`src/rtl/uacs_pkg.sv`:
```
package uacs_pkg;

  // ----------------------------------------------------------------
  // register map
  // ----------------------------------------------------------------
  localparam logic [7:0] ADDR_CTRL   = 8'h00;
  localparam logic [7:0] ADDR_MAP    = 8'h04;
  localparam logic [7:0] ADDR_STATUS = 8'h08;
  localparam logic [7:0] ADDR_IST    = 8'h0C;
  localparam logic [7:0] ADDR_IMASK  = 8'h10;

  // control field positions
  localparam int CTRL_BCD_EN    = 0;
  localparam int CTRL_SENSE_SEL = 1;
  localparam int CTRL_WAKE_EN   = 2;

  // charger code map field positions (two bits each)
  localparam int MAP_UNCONF  = 0;
  localparam int MAP_SDP     = 2;
  localparam int MAP_CHARGE  = 4;
  localparam int MAP_SUSPEND = 6;

  // interrupt bit positions
  localparam int EV_ATTACH = 0;
  localparam int EV_DETACH = 1;
  localparam int EV_CHG    = 2;
  localparam int EV_WAKE   = 3;

  // reset values
  localparam logic [2:0] CTRL_RST  = 3'h5;
  localparam logic [7:0] MAP_RST   = 8'hE4;
  localparam logic [3:0] IMASK_RST = 4'h0;

  // vbus debounce time
  localparam int         CLK_MHZ    = 50;
  localparam int         DEB_NS     = 1000;
  localparam logic [5:0] DEB_CYC    = 6'((DEB_NS * CLK_MHZ + 999) / 1000);

  // ----------------------------------------------------------------
  // types
  // ----------------------------------------------------------------
  typedef enum logic [1:0] {CHG_NONE, CHG_SDP, CHG_CDP, CHG_DCP} uacs_chg_e;
  typedef enum logic [1:0] {BCD_IDLE, BCD_DETECT, BCD_DONE} uacs_bcd_e;

  typedef struct packed {
    logic suspended;
    logic configured;
    logic rx_active;
    logic tx_active;
  } uacs_usb_s;

  typedef struct packed {
    logic dplus_line;
    logic charger_type_bit0;
    logic charger_type_bit1;
    logic suspend_ind;
    logic rx_activity_led_n;
    logic tx_activity_led_n;
    logic power_cut;
    logic transceiver_drive_enable;
    logic remote_wakeup_req;
    logic bcd_start;
  } uacs_pins_s;

  typedef struct packed {
    logic [1:0]  vsync;
    logic        vstable;
    logic [5:0]  deb_cnt;
    logic        wake_d;
    uacs_bcd_e   bcd;
    uacs_chg_e   chg;
    logic [2:0]  ctrl;
    logic [7:0]  map;
    logic [3:0]  ist;
    logic [3:0]  imask;
    logic        wr_pend;
    logic [7:0]  wr_addr;
    logic [31:0] hrdata;
    logic        irq;
    uacs_pins_s  pins;
    logic        pin_oe_n;
  } uacs_st_s;

endpackage

```
`src/rtl/uacs_top.sv`:
```
// The address map and register access over AHB-Lite were decided locally.
`timescale 1ns/1ps
`default_nettype none

module uacs_top
  import uacs_pkg::*;
(
  // clock and reset
  input  wire logic                 hclk,
  input  wire logic                 hresetn,
  // ahb-lite slave
  input  wire logic                 hsel,
  input  wire logic [7:0]           haddr,
  input  wire logic [1:0]           htrans,
  input  wire logic                 hwrite,
  input  wire logic [2:0]           hsize,
  input  wire logic [31:0]          hwdata,
  input  wire logic                 hready,
  output logic      [31:0]          hrdata,
  output logic                      hreadyout,
  output logic                      hresp,
  // sense inputs and usb core state
  input  wire logic                 vbus_pin,
  input  wire logic                 vbus_sense_input,
  input  wire uacs_pkg::uacs_usb_s  usb,
  input  wire logic                 chg_done,
  input  wire uacs_pkg::uacs_chg_e  chg_type,
  input  wire logic                 uart_tx_pending,
  input  wire logic                 wakeup_in,
  // pins toward the board and usb core
  output var  uacs_pkg::uacs_pins_s pins,
  output logic                      pin_oe_n,
  output logic                      irq
);
  import uacs_pkg::*;

  uacs_st_s st;
  uacs_st_s next_st;

  // ------------------------------------------------------------------
  // register map
  // ------------------------------------------------------------------
  // ADDR_CTRL: control, read/write
  //   bit 0: charger detection enable
  //   bit 1: sense source, 1 picks the bus-detect gpio
  //   bit 2: remote wakeup enable
  // ADDR_MAP: charger code map, read/write
  //   bits 1:0 no vbus or no result yet
  //   bits 3:2 standard port
  //   bits 5:4 charging or dedicated port
  //   bits 7:6 suspended
  // ADDR_STATUS: status, read only
  //   bits 1:0 detection state
  //   bit 2: debounced vbus
  //   bit 3: pull-up enable
  //   bits 5:4 charger type
  //   bit 6: usb suspended
  //   bit 7: usb configured
  // ADDR_IST: event status, write one to clear
  //   bit 0: attach, bit 1: detach
  //   bit 2: charger found, bit 3: wakeup
  // ADDR_IMASK: event mask, same layout, 1 enables
  // every register sits in the low bits of a word, the rest read zero
  // unmapped offsets read zero, writes to them are dropped
  // hsize is ignored, only whole-word transfers are expected

  // ------------------------------------------------------------------
  // timing
  // ------------------------------------------------------------------
  // two sync flops, then the debounce count, then one pin register:
  // a vbus change shows on the pins about 53 cycles later
  // a glitch shorter than the debounce time never reaches the pins
  // detection starts one cycle after vbus counts as present
  // the detector answer is taken only while detecting
  // a late answer after vbus loss is ignored, the sequence is idle
  // the pull-up and charger code follow the result one cycle later
  // with detection enabled a dedicated charger never gets the pull-up, it cannot enumerate
  // all pin outputs are registered, so each lags its cause by one cycle
  // the bus has no wait states; read data is a snapshot taken in the
  // address phase, so a read right after a write shows the old value
  // limitation: the block only requests remote wakeup; the resume
  // signalling itself belongs to the usb core
  // trade-off: one shared output enable for all pins keeps the pad
  // control simple, but no pin can be released on its own

  // ------------------------------------------------------------------
  // interrupt
  // ------------------------------------------------------------------
  // each event sets its status bit and it stays set until cleared
  // a clear and a new event in one cycle: the event wins, none is lost
  // irq is a level, high while any unmasked status bit is set
  // irq is taken from the next status value, so it moves with the bits
  // the mask resets to zero, so irq stays low until software opts in

  // ------------------------------------------------------------------
  // charger code
  // ------------------------------------------------------------------
  // priority: no vbus or no result, then suspend, then port type
  // without detection enabled the type stays none and the code
  // shows the no-result entry while the pull-up follows vbus

  // ------------------------------------------------------------------
  // next-state logic
  // ------------------------------------------------------------------
  // every field of the next state is computed here from the current state and the inputs
  always_comb
  begin
    logic       raw;
    logic       addr_ok;
    logic [3:0] ev;
    logic [3:0] clr;
    logic       pull;
    logic [1:0] code;
    raw     = 1'b0;
    addr_ok = 1'b0;
    ev      = 4'h0;
    clr     = 4'h0;
    pull    = 1'b0;
    code    = 2'h0;
    next_st = st;

    // sense source: vbus pin or bus-detect gpio
    raw = st.ctrl[CTRL_SENSE_SEL] ? vbus_sense_input : vbus_pin;
    // first flop only feeds the second
    next_st.vsync = {st.vsync[0], raw};
    // level must hold for the debounce time before it counts
    if (st.vsync[1] != st.vstable)
    begin
      if (st.deb_cnt == DEB_CYC - 6'h01)
      begin
        next_st.vstable = st.vsync[1];
        next_st.deb_cnt = 6'h00;
        ev[EV_ATTACH]   = st.vsync[1];
        ev[EV_DETACH]   = ~st.vsync[1];
      end
      else
      begin
        next_st.deb_cnt = st.deb_cnt + 6'h01;
      end
    end
    else
    begin
      next_st.deb_cnt = 6'h00;
    end

    // charger detection sequence
    next_st.pins.bcd_start = 1'b0;
    case (st.bcd)
      BCD_IDLE:
      begin
        if (st.vstable && st.ctrl[CTRL_BCD_EN])
        begin
          next_st.bcd            = BCD_DETECT;
          next_st.pins.bcd_start = 1'b1;
        end
      end
      BCD_DETECT:
      begin
        if (chg_done)
        begin
          next_st.bcd = BCD_DONE;
          next_st.chg = chg_type;
          ev[EV_CHG]  = 1'b1;
        end
      end
      BCD_DONE:
      begin
      end
      default:
      begin
        next_st.bcd = BCD_IDLE;
      end
    endcase
    // losing vbus drops the result at once
    if (!st.vstable)
    begin
      next_st.bcd = BCD_IDLE;
      next_st.chg = CHG_NONE;
    end

    // remote wakeup: rising edge of wake-up input while suspended
    next_st.wake_d                 = wakeup_in;
    next_st.pins.remote_wakeup_req = 1'b0;
    if (st.ctrl[CTRL_WAKE_EN] && usb.suspended && wakeup_in && !st.wake_d)
    begin
      next_st.pins.remote_wakeup_req = 1'b1;
      ev[EV_WAKE]                    = 1'b1;
    end

    // pull-up: with detection enabled a dedicated charger never sees the pull-up
    if (st.ctrl[CTRL_BCD_EN])
      pull = st.vstable && (st.chg == CHG_SDP || st.chg == CHG_CDP);
    else
      pull = st.vstable;
    next_st.pins.dplus_line = pull;

    // charger-type code through the configurable map
    if (!st.vstable || st.chg == CHG_NONE)
      code = st.map[MAP_UNCONF +: 2];
    else if (usb.suspended)
      code = st.map[MAP_SUSPEND +: 2];
    else if (st.chg == CHG_SDP)
      code = st.map[MAP_SDP +: 2];
    else
      code = st.map[MAP_CHARGE +: 2];
    next_st.pins.charger_type_bit0 = code[0];
    next_st.pins.charger_type_bit1 = code[1];

    // status pins
    next_st.pins.suspend_ind              = usb.suspended | ~usb.configured;
    next_st.pins.power_cut                = usb.suspended | ~usb.configured;
    next_st.pins.rx_activity_led_n        = ~usb.rx_active;
    next_st.pins.tx_activity_led_n        = ~usb.tx_active;
    next_st.pins.transceiver_drive_enable = uart_tx_pending;
    // pins leave high impedance only after reset is released
    next_st.pin_oe_n = 1'b0;

    // ahb data phase of a write
    next_st.wr_pend = 1'b0;
    if (st.wr_pend)
    begin
      case (st.wr_addr)
        ADDR_CTRL:  next_st.ctrl  = hwdata[2:0];
        ADDR_MAP:   next_st.map   = hwdata[7:0];
        ADDR_IST:   clr           = hwdata[3:0];
        ADDR_IMASK: next_st.imask = hwdata[3:0];
        default:    clr           = 4'h0;
      endcase
    end
    // a new event outranks a clear in the same cycle
    next_st.ist = (st.ist & ~clr) | ev;
    next_st.irq = |(next_st.ist & next_st.imask);

    // ahb address phase: read data is latched for the data phase
    addr_ok = hsel && htrans[1] && hready;
    if (addr_ok)
    begin
      next_st.wr_pend = hwrite;
      next_st.wr_addr = haddr;
      if (!hwrite)
      begin
        case (haddr)
          ADDR_CTRL:   next_st.hrdata = {29'h0, st.ctrl};
          ADDR_MAP:    next_st.hrdata = {24'h0, st.map};
          ADDR_STATUS: next_st.hrdata = {24'h0, usb.configured, usb.suspended,
                                         st.chg, st.pins.dplus_line, st.vstable,
                                         st.bcd};
          ADDR_IST:    next_st.hrdata = {28'h0, st.ist};
          ADDR_IMASK:  next_st.hrdata = {28'h0, st.imask};
          default:     next_st.hrdata = 32'h0000_0000;
        endcase
      end
    end
  end

  // ------------------------------------------------------------------
  // state register
  // ------------------------------------------------------------------
  // reset holds every pin in high impedance and leds dark
  always_ff @(posedge hclk or negedge hresetn)
  begin
    if (!hresetn)
    begin
      st                             <= '0;
      st.ctrl                        <= CTRL_RST;
      st.map                         <= MAP_RST;
      st.imask                       <= IMASK_RST;
      st.bcd                         <= BCD_IDLE;
      st.chg                         <= CHG_NONE;
      st.pins.rx_activity_led_n      <= 1'b1;
      st.pins.tx_activity_led_n      <= 1'b1;
      st.pins.suspend_ind            <= 1'b1;
      st.pins.power_cut              <= 1'b1;
      st.pin_oe_n                    <= 1'b1;
    end
    else
    begin
      st <= next_st;
    end
  end

  // ------------------------------------------------------------------
  // outputs
  // ------------------------------------------------------------------
  // zero wait states, so hreadyout is tied high, not taken from a flop
  assign hrdata    = st.hrdata;
  assign hreadyout = 1'b1;
  assign hresp     = 1'b0;
  assign pins      = st.pins;
  assign pin_oe_n  = st.pin_oe_n;
  assign irq       = st.irq;

endmodule

`default_nettype wire

```
`config.mk`:
```
export PLATFORM = sky130hd
export DESIGN_NAME = uacs_top
export DESIGN_NICKNAME = d
export VERILOG_FILES = /design/src/rtl/uacs_pkg.sv /design/src/rtl/uacs_top.sv
export SDC_FILE = /design/constraint.sdc
export NUM_CORES = 1
export LEC_CHECK = 0
export BUFFER_PORTS_ARGS = -buffer_cell sky130_fd_sc_hd__clkbuf_2
export CAP_MARGIN = 30
export CORE_ASPECT_RATIO = 1.75
export CORE_MARGIN = 2
export CORE_UTILIZATION = 50
export CTS_BUF_LIST = sky130_fd_sc_hd__clkbuf_8
export DETAILED_ROUTE_END_ITERATION = 10
export PLACE_DENSITY = 0.77
export SLEW_MARGIN = 5
export SYNTH_ARGS = -nofsm -noshare
export SYNTH_HDL_FRONTEND = slang
export SYNTH_SLANG_ARGS = --single-unit
```
`constraint.sdc`:
```
create_clock -name hclk -period 2.25 [get_ports hclk]
set_input_delay 0.3375 -clock hclk [delete_from_list [all_inputs] [get_ports hclk]]
set_output_delay 0.3375 -clock hclk [all_outputs]
set_load 0.05 [all_outputs]
```
; ---- After elaboration in Yosys (flattened, before gate mapping)
; Index checks and enable logic that the tools add are counted.
[totals]
mem_bits_ro = 0
output_inout_bits = 46
register_bits = 85
latchBits = 0
mem_bits_rw = 0
mem_count = 0
[op_classes]
shift = 0
magnitude_cmp = 0
bitwise = 10
muxes = 26
n_div = 0
add_sub_neg = 1
n_eq_ne = 18
n_mul = 0
n_reduce_logical = 22
[ops]
columns = cell, n
row1 = 2-to-1 mux 41 bit, 1
row2 = one-hot mux 8 bit (5 select lines), 1
row3 = 2-to-1 mux 32 bit, 1
row4 = == test 8 x 4 -> 1 bit (second input constant), 3
row5 = 2-to-1 mux 4 bit, 6
row6 = == test 8 x 3 -> 1 bit (second input constant), 2
row7 = == test 8 x 5 -> 1 bit (second input constant), 2
row8 = logical NOT 8 bit, 2
row9 = 2-to-1 mux 2 bit, 7
row10 = 2-to-1 mux 6 bit, 2
row11 = AND reduction 2 bit, 5
row12 = AND 4 bit, 2
row13 = logical AND 1 bit, 7
row14 = 2-to-1 mux 1 bit, 7
row15 = adder 6 x 1 -> 6 bit (second input constant), 1
row16 = == test 6 bit (second input constant), 1
row17 = inequality test 3 bit (second input constant), 2
row18 = one-hot mux 2 bit (3 select lines), 1
row19 = NOT 1 bit, 5
row20 = == test 2 x 1 -> 1 bit (second input constant), 2
row21 = == test 2 bit (second input constant), 2
row22 = logical NOT 2 bit, 2
row23 = inequality test 2 bit (second input constant), 2
row24 = NOT 4 bit, 1
row25 = other kinds (8), 10

; ---- Logic depth before layout (Yosys ltp)
; Gate-level depths: netlist (run 1).
[logic_depth]
word_depth = 8
ltp_mapped = 6
depth_no_buf = 6

; ---- Worst setup path before layout (run 1)
; OpenSTA, ideal clock, no wires.
[synth_path]
path_kind = register to register
startpoint = register st[45] (netlist name)
endpoint = register st[70] (netlist name)
t_arrival_ns = 1.583
setup_ns = 0.125
n_path_buf = 0
slack_ns = 0.542
stages_incl_launch_ff = 4
required_ns = 2.125
path_cell_list = dfrtp_1 or4_1 nor3_2 mux2_2
[synth_via]
elab_chain_len = 2
[synth_lines]
columns = element, line
row1 = "start, declared", uacs_top.sv:37  ; uacs_st_s st;
row2 = "start signal, assigned", uacs_top.sv:278  ; st <= next_st;
row3 = logical NOT 8 bit, uacs_top.sv:222  ; case (st.wr_addr)
row4 = AND reduction 2 bit (no source line), --
; No other way between the ends.
; A chain may end at the register's enable or synchronous reset.

==> results.json, run 1 <==
{
  "critical_path_arrival_ns": 2.13,
  "finalNetCount": 382,
  "drv_slew": 0,
  "finalWorstSetupSlack_ns": 0.320,
  "rr_worst_depth": 4,
  "drtIter0Drc": 74,
  "wl_per_cell_um": 14.7,
  "cts_setup_buffers": 0,
  "postSynth.topFlopCell": "sky130_fd_sc_hd__dfrtp_1",
  "fp.coreArea_mm2": 0.00609,
  "timing_worst_setup_path_type": "flip-flop to flip-flop",
  "gate_count_of_the_mapped_netlist": 276,
  "globalRouteTotalUtil_pct": 19.5,
  "leakage_power_total_uw": 0.00160,
  "initial_antenna_violation_count": 0,
  "synth-xor-area-share_pct": 1.41,
  "initial_utilization_pct": 51.0,
  "timing.rr.end": "irq$_DFF_PN0_",
  "diodes": 0,
  "maxCapViolCount": 0,
  "cts_repair_resize_count": 0,
  "synth_area_per_cell_um2": 11.3,
  "insertion_delay_ns": 0.35,
  "clock_sinks": 61,
  "die-width_um": 63.6,
  "synth-async-reset-ratio_pct": 100,
  "buffer_ports.inserted": 52,
  "power_density_mw_per_mm2": 714,
  "grt_remaining_overflow": 0,
  "worst_r2r_startpoint": "st[45]$_DFFE_PN0P_",
  "post_synth_most_frequent_cells": "51 x sky130_fd_sc_hd__dfrtp_1, 44 x sky130_fd_sc_hd__buf_4, 27 x sky130_fd_sc_hd__mux2_2, 22 x sky130_fd_sc_hd__nand2_1, 15 x sky130_fd_sc_hd__inv_1",
  "max_freq_mhz": 518,
  "tightest_slew_ns": 0.622,
  "synth-adder-area-share_pct": 1.61,
  "synth-simple-area-share_pct": 12.9,
  "timing.critical_path.from_type": "flip-flop",
  "dpl_worst_slack_ns": 0.315,
  "placement_rows": 38,
  "die_area_mm2": 0.00688,
  "ys_types": 43,
  "synth_top_area_cell": "sky130_fd_sc_hd__dfrtp_1",
  "gp_congestion": 0.799,
  "fin_hold_ws_ns": -0.0116,
  "drt_pre_antenna_iters": 4,
  "synth_seq_area_share_pct": 49.5,
  "startpoint": "st[45]$_DFFE_PN0P_",
  "post-route-period-util_pct": 85.8,
  "worstHoldPathType": "input port to asynchronous set/reset pin",
  "cts_root_buffer": "sky130_fd_sc_hd__clkbuf_8",
  "crit_required_ns": 2.45,
  "areaGrowthSynthToFinish_pct": 9.38,
  "critical_path.max_fanout": 4,
  "postCtsHoldBufs": 0,
  "grt_pass1_wl_um": 9990,
  "hold_viol": 11,
  "clock_tree.buffer_depth": 2,
  "synthMuxAreaShare_pct": 11.7,
  "tritoncts": "built",
  "postRouteAntennaNets": 0,
  "dominant_combinational_cell_family_by_area_after_synthesis": "buffers and inverters",
  "yosysTopAreaCellShare_pct": 41.1,
  "violations": "hold timing",
  "setup_viol": 0,
  "drt_drc_violations_left": 0,
  "routed_wirelength_um": 5890,
  "floorplan.die.height_um": 108,
  "synth_edf_count": 0,
  "grt_pass1_vias": 2130,
  "p_total_uw": 2430,
  "detailed_place_hpwl_um": 4440,
  "cts_max_level": 3,
  "vias_per_cell": 5.16,
  "relSlewSlack_pct": 58.5,
  "regToRegSetupSlack_ns": 0.32,
  "route.vias.total": 2075,
  "post-route-min-period_ns": 1.93,
  "register_bit_count_reported_by_yosys": 61,
  "clock_skews_ns": 0.0110,
  "cp-endpoint": "irq$_DFF_PN0_",
  "outcome": "complete, but fails checks",
  "worstSetupEndpointType": "flip-flop",
  "cts_made_buffers": 9,
  "yosysMostFrequentCell": "sky130_fd_sc_hd__dfrtp_1",
  "synth.area.top_cells": "sky130_fd_sc_hd__dfrtp_1 41%, sky130_fd_sc_hd__buf_4 11%, sky130_fd_sc_hd__mux2_2 9.8%, sky130_fd_sc_hd__dfstp_2 8.5%, sky130_fd_sc_hd__nand2_1 2.7%",
  "ioPinCount": 107,
  "finalSetupTns_ns": 0,
  "cts.clk_slew.worst_paths_ns": 0.06,
  "unrepaired_setup_endpoints_after_global_routing": "false",
  "final_layout_size_suffix_gt1_share_pct": 36.6,
  "yosysWarningCount": 0,
  "grt_start_max_net_pins": 62,
  "synth_area_mm2": 0.00311,
  "peakVddDrop_mv": 0.424,
  "compound_gate_fraction_of_synth_area_pct": 8.90
}
==> layer usage <==
metal | share of wire (%) | GRT usage [%]
met2 | 55 | 33.8
met3 | 5.0 | 5.93
met1 | 37 | 20.4
met4 | 3.1 | 11.6
met5 | 0 | 0
==> metrics by stage <==
step	utilization, %	std cells	instance area, um^2
after detailed placement	53.0	386	3230
after CTS	55.8	402	3400
after global placement	53.0	386	3230
after floorplan	-	301	3200
final	55.8	402	3400
after global routing	55.8	402	3400
==> worst min-delay path by stage <==
stage	startpoint	to	slack (ns)
4_1_cts	hresetn	st[51]$_DFFE_PN0P_	0.003
5_1_grt	hresetn	st[56]$_DFF_PN0_	0.02
3_5_place_dp	next_st[85]$_DFF_PN0_	st[85]$_DFF_PN0_	0.35
3_3_place_gp	next_st[85]$_DFF_PN0_	st[85]$_DFF_PN0_	0.35
2_1_floorplan	hresetn	hrdata[0]$_DFFE_PN0P_	0.04
6_report	hresetn	hrdata[1]$_DFFE_PN0P_	-0.01
==> flip-flops by register name, summed over array words and instances, names as in the netlist <==
signal,cells
irq,1
pins,9
hrdata,8
pin_oe_n,1
next_st,1
st,41
==> cell type report <==
cell class                      instances  area (um^2)
Tap cell                               80          100
Timing Repair Buffer                   55          295
Clock buffer                           11          151
Sequential cell                        61         1540
Clock inverter                          5         20.0
Multi-Input combinational cell        175         1240
Fill cell                             578         2690
Inverter                               15         56.3
==> power by group <==
part | internal [uW] | switching (uW)
registers | 1170 | 70.8
clock network | 441 | 396
logic | 111 | 234
total | 1730 | 700
==> cell usage in the layout, fill, tap and decap left out, drive strengths merged <==
cell / count
or2: 4
and3: 1
mux2i: 6
ha: 4
nand3: 4
a21oi: 6
a22oi: 8
or4b: 1
and4bb: 1
o22a: 4
nand2: 22
nand2b: 3
nor4b: 3
clkinv: 1
or4: 3
or3: 1
o2111ai: 1
and4b: 1
xor2: 3
dfstp: 10
a221o: 1
nor2b: 3
nor4: 3
xnor2: 2
o2bb2ai: 2
clkbuf: 63
conb: 27
o21ai: 6
inv: 19
buf: 3
nand4: 4
a41oi: 2
o31ai: 7
mux2: 27
nor2: 13
dfrtp: 51
nor3: 1
nand4bb: 1
==> logic make-up after synthesis <==
| logic type | Yosys count |
|---|---|
| xor+xnor | 5 |
| mux | 33 |
| other cells | 2 |
| simple gates | 69 |
| flops | 61 |
| buf+inv | 65 |
| fa+ha+maj | 4 |
| compound gates | 37 |
==> worst max-delay path, cell delays in order, from the launching register on <==
cell	delay, ns
sky130_fd_sc_hd__dfrtp_1	0.42
sky130_fd_sc_hd__or4_1	0.63
sky130_fd_sc_hd__o31ai_1	0.38
sky130_fd_sc_hd__a221o_1	0.22
sky130_fd_sc_hd__o2111ai_1	0.13
Note: power is estimated with default switching activity, not from simulation.
==> run 2: changes to the inputs <==
--- a/config.mk
+++ b/config.mk
@@ -12,6 +12,7 @@
 export CORE_UTILIZATION = 50
 export CTS_BUF_LIST = sky130_fd_sc_hd__clkbuf_8
 export DETAILED_ROUTE_END_ITERATION = 10
+export MAX_ROUTING_LAYER = met4
 export PLACE_DENSITY = 0.77
 export SLEW_MARGIN = 5
 export SYNTH_ARGS = -nofsm -noshare
==> results.json, run 2 (synthesis gave the netlist of run 1 again) <==
{
  "outcome": "complete, but fails checks",
  "violations": "hold timing",
  "power_density_mw_per_mm2": 714,
  "clock_tree.buffer_depth": 2,
  "critical_path.max_fanout": 4,
  "cp_cell_sequence": "or4_1 > nor3_2 > mux2_2",
  "post-route-min-period_ns": 1.91,
  "relSlewSlack_pct": 59.3,
  "critical_path_arrival_ns": 2.14,
  "postRouteAntennaNets": 0,
  "mostFrequentLayoutCell": "sky130_fd_sc_hd__clkbuf_2",
  "largest_reg_flops": 41,
  "multi_input_area_mm2": 0.00124,
  "finalNetCount": 382,
  "crit_required_ns": 2.48,
  "routed-wl-met2_um": 3240,
  "cts_root_buffer": "sky130_fd_sc_hd__clkbuf_8",
  "regToRegSetupSlack_ns": 0.34,
  "cts_made_buffers": 9,
  "drt_pre_antenna_iters": 5,
  "mostFrequentLayoutCells": "52 x sky130_fd_sc_hd__clkbuf_2, 51 x sky130_fd_sc_hd__dfrtp_1, 27 x sky130_fd_sc_hd__mux2_2, 27 x sky130_fd_sc_hd__conb_1, 22 x sky130_fd_sc_hd__nand2_1",
  "timing_worst_setup_path_type": "flip-flop to flip-flop",
  "detailroute.wirelength.met3_um": 313,
  "drv_slew": 0,
  "unrepaired_setup_endpoints_after_global_routing": "false",
  "setup_viol": 0,
  "rr_worst_depth": 3,
  "tritoncts": "built",
  "max_freq_mhz": 523,
  "fin_hold_ws_ns": -0.00407,
  "ioPinCount": 107,
  "grt_start_max_net_pins": 62,
  "fp.coreArea_mm2": 0.00609,
  "worstSetupEndpointType": "flip-flop",
  "fillerInstances": 578,
  "layout.area.seq_mm2": 0.00154,
  "hold_viol": 11,
  "leakage_power_total_uw": 0.00160,
  "drt_drc_violations_left": 0,
  "place_area_mm2": 0.00323,
  "initial_utilization_pct": 51.0,
  "die-width_um": 63.6,
  "registers.top_by_ff_count": "st",
  "timing.critical_path.from_type": "flip-flop",
  "cts_max_level": 3,
  "gp_congestion": 0.811,
  "final_layout_size_suffix_gt1_share_pct": 36.6,
  "peakVddDrop_mv": 0.426,
  "final_area_mm2": 0.00340,
  "worst_path_max_delay_cell": "sky130_fd_sc_hd__or4_1",
  "cts_repair_resize_count": 0,
  "vias_per_cell": 5.22,
  "post-route-period-util_pct": 85.0,
  "cts_setup_buffers": 0,
  "grt_remaining_overflow": 0,
  "wl_per_cell_um": 14.6,
  "maxCapViolCount": 0,
  "dpl_worst_slack_ns": 0.315,
  "tightest_slew_ns": 0.610,
  "cts.clk_slew.worst_paths_ns": 0.06,
  "met1_length_um": 2140,
  "routed_wirelength_um": 5890,
  "route.vias.total": 2097,
  "floorplan.die.height_um": 108,
  "critPathMaxStageDelay_ns": 0.63,
  "placement_rows": 38,
  "diodes": 0,
  "initial_antenna_violation_count": 0,
  "drtIter0Drc": 80,
  "areaGrowthSynthToFinish_pct": 9.38,
  "finalWorstSetupSlack_ns": 0.338,
  "clock_skews_ns": 0.00962,
  "detailed_place_hpwl_um": 4440,
  "buffer_ports.inserted": 52,
  "die_area_mm2": 0.00688,
  "insertion_delay_ns": 0.35,
  "postCtsHoldBufs": 0,
  "grt_pass1_wl_um": 10000,
  "top_layer_used": "met4",
  "globalRouteTotalUtil_pct": 20.1,
  "worstHoldPathType": "input port to asynchronous set/reset pin",
  "finalSetupTns_ns": 0,
  "grt_pass1_vias": 2139,
  "clock_sinks": 61
}
==> run 2: cell counts in the layout (fill, tap and decap cells not counted) <==
No cell type changed its count.
==> run 2: cell type report <==
| type | count | area share (%) |
|---|---|---|
| Sequential cell | 61 | 45.3 |
| Multi-Input combinational cell | 175 | 36.4 |
| Timing Repair Buffer | 55 | 8.69 |
| Clock buffer | 11 | 4.46 |
| Tap cell | 80 | 2.95 |
| Inverter | 15 | 1.66 |
| Clock inverter | 5 | 0.589 |
==> run 2: routing by layer <==
metal  up-vias  track usage [%]
met5         -                -
met4         0             13.0
met3        18             4.79
met2        76             34.0
met1      1031             20.6
li1        972                -
==> run 2: worst paths after layout <==
| kind | end | startpoint |
|---|---|---|
| max reg2reg | st[70]$_DFFE_PN0P_ | st[45]$_DFFE_PN0P_ |
| min | hrdata[1]$_DFFE_PN0P_ | hresetn |
| min in group hclk | pins[4]$_DFF_PN1_ | usb[0] |
| min reg2reg | st[85]$_DFF_PN0_ | next_st[85]$_DFF_PN0_ |
| max in group asynchronous | pin_oe_n$_DFF_PN1_ | hresetn |
| max | st[70]$_DFFE_PN0P_ | st[45]$_DFFE_PN0P_ |
==> run 2: power breakdown <==
part,switching (uW),internal (uW)
logic,234,111
clock network,395,441
registers,70.7,1170
==> run 2: metrics by stage <==
step,instances,total power [uW],utilization (%)
floorplan,301,1540,-
global placement,386,1600,53.0
detailed placement,386,1610,53.0
CTS,402,2450,55.8
global route,402,2550,55.8
finish,402,2430,55.8
==> run 2: critical path: cells and delay by family (launching register included) <==
family	cells	cell delay (ns)
simple gates	2	1.00
flops	1	0.42
mux	1	0.38
